**src/serial_regs_pkg.sv**
```systemverilog
// Constants and carrier types for the serial status and test register block.
// Assumes a 16-bit register map behind a one-bit-wide serial slave port.
package serial_regs_pkg;

  localparam logic [5:0] ADDR_SOFT_RESET  = 6'h00;
  localparam logic [5:0] ADDR_PACKET_RAM  = 6'h01;
  localparam logic [5:0] ADDR_VERSION     = 6'h2C;
  localparam logic [5:0] ADDR_RX_STATUS   = 6'h2D;
  localparam logic [5:0] ADDR_STAMP_HIGH  = 6'h2E;
  localparam logic [5:0] ADDR_STAMP_LOW   = 6'h2F;
  localparam logic [5:0] ADDR_CONT_TEST   = 6'h30;
  localparam logic [5:0] ADDR_MOD_TEST    = 6'h31;

  localparam int CONT_TEST_BIT = 15;
  localparam int HDR_READ_BIT  = 7;
  localparam logic [4:0] HDR_LAST_BIT  = 5'h07;
  localparam logic [4:0] WORD_LAST_BIT = 5'h0F;

  localparam logic [2:0] MOD_NORMAL     = 3'h0;
  localparam logic [2:0] MOD_CARRIER    = 3'h1;
  localparam logic       CONT_TEST_RST  = 1'h0;
  localparam logic [7:0] CCA_RST        = 8'h00;
  localparam logic [6:0] FRAME_LEN_RST  = 7'h00;
  localparam logic [23:0] STAMP_RST     = 24'h000000;

  typedef struct packed {
    logic [7:0]  cca_avg;
    logic [6:0]  frame_length_field;
    logic        sfd_det;
    logic        payload_start;
    logic [23:0] event_counter;
    logic        stream_mode;
  } radio_in_t;

  typedef struct packed {
    logic       continuous_test;
    logic [2:0] modulator_test_sel;
  } test_ctl_t;

  typedef struct packed {
    logic        sck_s1;
    logic        sck_s2;
    logic        sck_d;
    logic        ce_s1;
    logic        ce_s2;
    logic        mosi_s1;
    logic        mosi_s2;
    logic [4:0]  bitcnt;
    logic        in_hdr;
    logic        is_rd;
    logic [5:0]  addr;
    logic [15:0] rx;
    logic [15:0] tx;
    logic        miso;
    logic        miso_oe_n;
    logic        cont;
    logic [2:0]  mod_sel;
    logic [7:0]  cca;
    logic [6:0]  flen;
    logic [23:0] stamp;
    logic        sirq;
    logic        soft_rst;
    logic        ram_wr;
    logic        ram_rd;
    logic [15:0] ram_wdata;
  } state_t;

endpackage

```
**src/serial_status_regs.sv**
```systemverilog
// Serial slave port with the status and test register group.
// Assumes the host drives chip enable, serial clock and data asynchronously
// to mclk, and the radio inputs come from logic on mclk.
// Summary of operation
// - Version register at 2C, 9-bit code.
// - Status high byte reports averaged channel assessment.
// - Frame length latched into status on delimiter.
// - Stream length load raises interrupt; a read whose header addresses status clears it.
// - 24-bit timestamp split high byte, low word.
// - Timestamp captured at payload start.
// - Bit 15 set makes operations continuous.
// - Modulator field: 000 normal, 001 carrier.
// - Register access needs mclk running; serial pins are sampled on mclk.
// - Single transaction: header then two data bytes.
// - Header gives direction and address; data follows.
// - Bursts continue with further words after header.
// - Registers 16 bits, 64 addresses decoded.
// - Packet RAM reached at a register address.
// - Write to address 00 resets test controls, frame length and interrupt.
// - Header bit 7 read; bits 5:0 address.
// - Fewer than 24 edges write no register.
// - Sample on rising edge, drive on falling.
// - Bytes travel most significant bit first.
`timescale 1ns/100ps
`default_nettype none

module serial_status_regs #(
  parameter logic [8:0] VERSION_CODE = 9'h0A5 // Arbitrary value.
) (
  input  wire logic                       mclk,
  input  wire logic                       sys_rst,
  input  wire logic                       ce_n,
  input  wire logic                       serial_clock,
  input  wire logic                       mosi,
  output logic                            miso,
  output logic                            miso_oe_n,
  input  wire serial_regs_pkg::radio_in_t radio,
  input  wire logic [15:0]                ram_rdata,
  output logic                            ram_rd,
  output logic                            ram_wr,
  output logic [15:0]                     ram_wdata,
  output serial_regs_pkg::test_ctl_t      test_ctl,
  output logic                            stream_irq,
  output logic                            soft_reset
);

  serial_regs_pkg::state_t q_ff;
  serial_regs_pkg::state_t nxt_q;
  logic                    active;
  logic                    rise;
  logic                    fall;
  logic                    hdr_done;
  logic                    word_done;
  logic [15:0]             in_word;
  logic                    sirq_set;

  // Read decode; unmapped addresses and reserved bits return zero.
  function automatic logic [15:0] rd_word(
    input logic [5:0]              a,
    input serial_regs_pkg::state_t s,
    input logic [15:0]             ram
  );
    logic [15:0] w;
    w = 16'h0000;
    unique case (a)
      serial_regs_pkg::ADDR_PACKET_RAM: w = ram;
      serial_regs_pkg::ADDR_VERSION:    w = {7'h00, VERSION_CODE};
      serial_regs_pkg::ADDR_RX_STATUS:
        w = {s.cca, 1'b0, s.flen};
      serial_regs_pkg::ADDR_STAMP_HIGH: w = {8'h00, s.stamp[23:16]};
      serial_regs_pkg::ADDR_STAMP_LOW:  w = s.stamp[15:0];
      serial_regs_pkg::ADDR_CONT_TEST:  w = {s.cont, 15'h0000};
      serial_regs_pkg::ADDR_MOD_TEST:   w = {13'h0000, s.mod_sel};
      default:                          w = 16'h0000;
    endcase
    return w;
  endfunction

  // Pins are sampled on mclk, so the port moves only on serial clock edges
  // and needs mclk running to reach the registers.
  assign active    = ~q_ff.ce_s2;
  assign rise      = active & q_ff.sck_s2 & ~q_ff.sck_d;
  assign fall      = active & ~q_ff.sck_s2 & q_ff.sck_d;
  assign in_word   = {q_ff.rx[14:0], q_ff.mosi_s2};
  assign hdr_done  = rise & q_ff.in_hdr
                     & (q_ff.bitcnt == serial_regs_pkg::HDR_LAST_BIT);
  assign word_done = rise & ~q_ff.in_hdr
                     & (q_ff.bitcnt == serial_regs_pkg::WORD_LAST_BIT);
  assign sirq_set  = radio.sfd_det & radio.stream_mode;

  always_comb begin
    nxt_q          = q_ff;
    nxt_q.sck_s1   = serial_clock;
    nxt_q.sck_s2   = q_ff.sck_s1;
    nxt_q.sck_d    = q_ff.sck_s2;
    nxt_q.ce_s1    = ce_n;
    nxt_q.ce_s2    = q_ff.ce_s1;
    nxt_q.mosi_s1  = mosi;
    nxt_q.mosi_s2  = q_ff.mosi_s1;
    nxt_q.soft_rst = 1'b0;
    nxt_q.ram_wr   = 1'b0;
    nxt_q.ram_rd   = 1'b0;
    nxt_q.cca      = radio.cca_avg;
    if (radio.sfd_det) begin
      nxt_q.flen = radio.frame_length_field;
    end
    if (radio.payload_start) begin
      nxt_q.stamp = radio.event_counter;
    end

    if (!active) begin
      nxt_q.bitcnt    = 5'h00;
      nxt_q.in_hdr    = 1'b1;
      nxt_q.miso      = 1'b0;
      nxt_q.miso_oe_n = 1'b1;
    end else if (rise) begin
      nxt_q.rx     = in_word;
      nxt_q.bitcnt = q_ff.bitcnt + 5'h01;
      if (hdr_done) begin
        // Header: top bit is direction, low six bits the address.
        nxt_q.in_hdr = 1'b0;
        nxt_q.bitcnt = 5'h00;
        nxt_q.is_rd  = in_word[serial_regs_pkg::HDR_READ_BIT];
        nxt_q.addr   = in_word[5:0];
        if (in_word[serial_regs_pkg::HDR_READ_BIT]) begin
          nxt_q.tx        = rd_word(in_word[5:0], q_ff, ram_rdata);
          nxt_q.miso_oe_n = 1'b0;
          nxt_q.ram_rd    = in_word[5:0] == serial_regs_pkg::ADDR_PACKET_RAM;
          if (in_word[5:0] == serial_regs_pkg::ADDR_RX_STATUS) begin
            nxt_q.sirq = 1'b0;
          end
        end
      end else if (word_done) begin
        // Writes land only on a whole word, i.e. at the 24th edge or later.
        nxt_q.bitcnt = 5'h00;
        if (q_ff.addr != serial_regs_pkg::ADDR_PACKET_RAM) begin
          nxt_q.addr = q_ff.addr + 6'h01;
        end
        if (q_ff.is_rd) begin
          nxt_q.tx     = rd_word(nxt_q.addr, q_ff, ram_rdata);
          nxt_q.ram_rd = nxt_q.addr == serial_regs_pkg::ADDR_PACKET_RAM;
        end else begin
          unique case (q_ff.addr)
            serial_regs_pkg::ADDR_SOFT_RESET: begin
              nxt_q.soft_rst = 1'b1;
              nxt_q.cont     = serial_regs_pkg::CONT_TEST_RST;
              nxt_q.mod_sel  = serial_regs_pkg::MOD_NORMAL;
              nxt_q.flen     = serial_regs_pkg::FRAME_LEN_RST;
              nxt_q.sirq     = 1'b0;
            end
            serial_regs_pkg::ADDR_PACKET_RAM: begin
              nxt_q.ram_wr    = 1'b1;
              nxt_q.ram_wdata = in_word;
            end
            serial_regs_pkg::ADDR_CONT_TEST:
              nxt_q.cont = in_word[serial_regs_pkg::CONT_TEST_BIT];
            serial_regs_pkg::ADDR_MOD_TEST:
              nxt_q.mod_sel = in_word[2:0];
            default: ;
          endcase
        end
      end
    end else if (fall && q_ff.is_rd && !q_ff.in_hdr) begin
      nxt_q.miso = q_ff.tx[15];
      nxt_q.tx   = {q_ff.tx[14:0], 1'b0};
    end

    // A new length event beats a status read in the same cycle.
    if (sirq_set) begin
      nxt_q.sirq = 1'b1;
    end
  end

  always_ff @(posedge mclk or posedge sys_rst) begin
    if (sys_rst) begin
      q_ff           <= '0;
      q_ff.sck_d     <= 1'b0;
      q_ff.ce_s1     <= 1'b1;
      q_ff.ce_s2     <= 1'b1;
      q_ff.in_hdr    <= 1'b1;
      q_ff.miso_oe_n <= 1'b1;
      q_ff.cont      <= serial_regs_pkg::CONT_TEST_RST;
      q_ff.mod_sel   <= serial_regs_pkg::MOD_NORMAL;
      q_ff.cca       <= serial_regs_pkg::CCA_RST;
      q_ff.flen      <= serial_regs_pkg::FRAME_LEN_RST;
      q_ff.stamp     <= serial_regs_pkg::STAMP_RST;
    end else begin
      q_ff <= nxt_q;
    end
  end

  assign miso                        = q_ff.miso;
  assign miso_oe_n                   = q_ff.miso_oe_n;
  assign ram_rd                      = q_ff.ram_rd;
  assign ram_wr                      = q_ff.ram_wr;
  assign ram_wdata                   = q_ff.ram_wdata;
  assign test_ctl = '{continuous_test:    q_ff.cont,
                      modulator_test_sel: q_ff.mod_sel};
  assign stream_irq                  = q_ff.sirq;
  assign soft_reset                  = q_ff.soft_rst;
endmodule

`default_nettype wire

```
**config.mk**
```make
export PLATFORM = sky130hd
export DESIGN_NAME = serial_status_regs
export DESIGN_NICKNAME = d
export VERILOG_FILES = /design/src/serial_regs_pkg.sv /design/src/serial_status_regs.sv
export SDC_FILE = /design/constraint.sdc
export NUM_CORES = 1
export LEC_CHECK = 0
export BUFFER_PORTS_ARGS = -buffer_cell sky130_fd_sc_hd__buf_4
export CAP_MARGIN = 20
export CORE_UTILIZATION = 43
export DETAILED_ROUTE_END_ITERATION = 12
export PLACE_DENSITY = 0.72
export SLEW_MARGIN = 20
export SYNTH_ARGS = -nofsm -noshare
export SYNTH_HDL_FRONTEND = slang
export SYNTH_SLANG_ARGS = --single-unit
```
**constraint.sdc**
```tcl
create_clock -name mclk -period 4.69 [get_ports mclk]
set_input_delay 0 -clock mclk [delete_from_list [all_inputs] [get_ports mclk]]
set_output_delay 0 -clock mclk [all_outputs]
set_load 0.01 [all_outputs]
```
==> summary.txt <==
xor-xnor portion of the synthesized cell area = 0.00853
global route overflow = 0
unrepaired setup endpoints after global routing = no
clk sink count = 116
I/O pins = 89
CTS Buf Count = 17
flops & latches, synth = 116
worst min path class = in -> reg
Post-Syn Nets = 671
drt pass-1 iters = 6
max-slew violations = 0
Slew Limit Headroom = 0.320
adder-cell share of the synthesized area = 0.0122
Yosys warning count = 0
H-tree level count = 4
ant diodes = 0
hold path depth = 2
DRC Markers = 0
share of layout cells above drive strength 1 = 0.253
footprint of the multi-input gates = 0.00289 mm^2
Vias = 5504
most common cell after layout, fill and taps aside = dfrtp_1
Final min period = 3.41 ns
Synth Area in Compound Gates = 0.191
Detailed Route WL = 17300 um
Synth Instances = 602
row cnt = 43
pre-CTS setup slack = 1.55 ns
Reg clk slew, reported paths = 0.06 ns
Seq/Total Area, Yosys = 0.472
post-synthesis mux area share = 0.0875
routability cong. = 0.915
Mapped Area = 0.00616 mm^2
Wirelength per Cell = 19.2 um
initial antenna violation count = 0
GRT Total Usage = 0.251
Synth cell types = 73
final worst-path cycle share = 0.728
end of the worst hold path = q_ff[41]$_DFFE_PP0P_
Die Wd = 122 um
root cell of the clock tree = clkbuf_16
initial drt markers = 698
largest family of logic cells by synthesized area = compound AO/OA/AOI/OAI gates
Worst Skew = 0.0141 ns
cts hold-fix bufs = 56
Mapped Avg Cell Area = 10.2 um^2
CTS tree = built
Reg2Reg Depth = 7
status = complete, no violations
setup violation total in the final timing report = 0
Clock Path Buffers = 2
R2R setup slack = 1.28 ns
Critical Path AT = 3.71 ns
Slew @ Worst Pin = 1.01 ns
worst skew pair latency = 0.42 ns
Pwr per Cell Area = 337 mW/mm^2
Antenna Nets Post-Route = 0
setup_tns = 0 ns
critical path class = reg -> reg
post_cts resized = 0
FF+latch area = 0.00291 mm^2
Leakage = 3.48 nW
hold_sp = radio[25]
first-pass GRT wire length = 28100 um
number of global-route vias before repair = 5514
most frequent cells in the layout = 112 x dfrtp_1, 91 x buf_4, 82 x nand2_1
simple-gate share of the synthesized area = 0.168
Fin. Hold Viols = 0
Die Area = 0.0148 mm^2
Peak VDD IR = 0.179 mV
Layout area overhead = 28.4%
largest net degree at the start of global routing = 73
r2r startpoint = q_ff[114]$_DFF_PP0_
reg2reg end = stream_irq$_DFFE_PP0P_
Vert. Die Dim = 122 um
number of flops mapped to enable cells by yosys = 0
Setup crit end kind = register
post-DR vias/cell = 6.12
DPL Wire Length = 11400 um
# fillers = 1161
initial core utilization = 0.442
I/O Buffers = 88
Critical Path RT = 4.99 ns
final net count = 776
Max Cap Viol = 0
min setup slack post-route = 1.28 ns
CP Max Fanout = 31
ys flop type = dfrtp_1
fmax = 293 MHz
Async SR Flop Fraction = 1.00
nature of the critical path startpoint = register
setup bufs post-CTS = 0
core footprint = 0.0139 mm^2
worst max-delay path by stage:
stage | cells past startpoint | slack, ns | start | end
after global placement | 5 | 1.70 | q_ff[114]$_DFF_PP0_ | ram_wdata[11]$_DFFE_PP0P_
after CTS | 7 | 1.20 | q_ff[114]$_DFF_PP0_ | stream_irq$_DFFE_PP0P_
after global routing | 7 | 1.04 | q_ff[114]$_DFF_PP0_ | stream_irq$_DFFE_PP0P_
after floorplan | 1 | 1.62 | sys_rst | in_word[0]$_DFF_PP0_
after detailed placement | 5 | 1.55 | q_ff[114]$_DFF_PP0_ | ram_wdata[13]$_DFFE_PP0P_
final | 7 | 1.28 | q_ff[114]$_DFF_PP0_ | stream_irq$_DFFE_PP0P_
registers in the layout (all words and copies together) (netlist names):
register,count
in_word,16
q_ff,70
soft_reset,1
nxt_q,4
stream_irq,1
miso_oe_n,1
miso,1
ram_wr,1
test_ctl,4
ram_rd,1
ram_wdata,16
logic make-up (layout without fill, tap and decap cells):
| group | Yosys count | after routing |
|---|---|---|
| AOI/OAI and AO/OA | 153 | 153 |
| xor gates and xnor gates | 6 | 6 |
| adders and majority gates | 6 | 6 |
| buffers and inverters | 73 | 191 |
| DFF | 116 | 116 |
| muxes | 49 | 49 |
| and+or+nand+nor | 199 | 199 |
layout make-up:
class | instances | share of cell area
multi-input cells | 413 | 0.365
repair buffers | 147 | 0.157
inverters | 12 | 0.00601
clock buffers | 22 | 0.0587
well taps | 180 | 0.0285
clock inverters | 10 | 0.0166
flip-flops and latches | 116 | 0.368
per-stage QoR:
step           hold WS, ns  area, um^2  instances   util  total power, mW
5_1_grt             0.0292        7910        900  0.568             2.77
4_1_cts            0.00103        7900        900  0.567             2.68
2_1_floorplan      0.00448        6160        602      -             1.23
6_report            0.0132        7910        900  0.568             2.66
3_5_place_dp         0.109        6740        812  0.484             1.33
3_3_place_gp         0.109        6740        812  0.484             1.32
critical path: stages, from the launching register on:
cell and delay (ns):
dfrtp_1 0.40, or3b_2 0.78, nor4_4 0.68, nand3_4 0.19, nor3_4 0.34, a31oi_1 0.11
a22o_1 0.23, dlygate4sd3_1 0.55
layer usage:
layer	wire [um]	part of all wire	track usage
met1	6980	0.40	0.312
met2	8360	0.48	0.406
met3	1320	0.076	0.0637
met4	666	0.038	0.126
met5	0	0	0
power by group:
part	switching, mW	internal, mW	leakage, nW
clock network	0.444	0.857	0.294
registers	0.0758	1.05	1.48
logic	0.105	0.127	1.70
total	0.625	2.04	3.48
cells in the mapped netlist, types with 3 or more instances:
| cell | n | area (um^2) |
|---|---|---|
| a211o_1 | 5 | 43.8 |
| a211oi_1 | 3 | 22.5 |
| a21o_1 | 3 | 22.5 |
| a21oi_1 | 17 | 85.1 |
| a221oi_1 | 16 | 140 |
| a222oi_1 | 9 | 90.1 |
| a22o_1 | 6 | 52.6 |
| a22oi_1 | 8 | 60.1 |
| a31oi_1 | 11 | 68.8 |
| a32o_1 | 9 | 90.1 |
| a32oi_1 | 6 | 52.6 |
| and3_1 | 4 | 25.0 |
| and4_1 | 3 | 26.3 |
| buf_2 | 12 | 60.1 |
| buf_4 | 20 | 150 |
| clkbuf_1 | 25 | 93.8 |
| dfrtp_1 | 112 | 2800 |
| dfstp_2 | 4 | 105 |
| ha_1 | 6 | 75.1 |
| inv_1 | 12 | 45.0 |
| mux2_2 | 39 | 439 |
| mux2i_1 | 10 | 100 |
| nand2_1 | 82 | 308 |
| nand2b_1 | 5 | 31.3 |
| nand3_1 | 10 | 50.1 |
| nand3b_1 | 6 | 45.0 |
| nand4_1 | 6 | 37.5 |
| nor2_1 | 30 | 113 |
| nor2b_1 | 7 | 43.8 |
| nor3_1 | 17 | 85.1 |
| nor4_1 | 3 | 18.8 |
| o211ai_1 | 4 | 30.0 |
| o21ai_0 | 19 | 95.1 |
| o21bai_1 | 8 | 60.1 |
| o22a_1 | 3 | 26.3 |
| o22ai_1 | 4 | 25.0 |
| xnor2_1 | 4 | 35.0 |
Power figures use the tool's default switching activity.
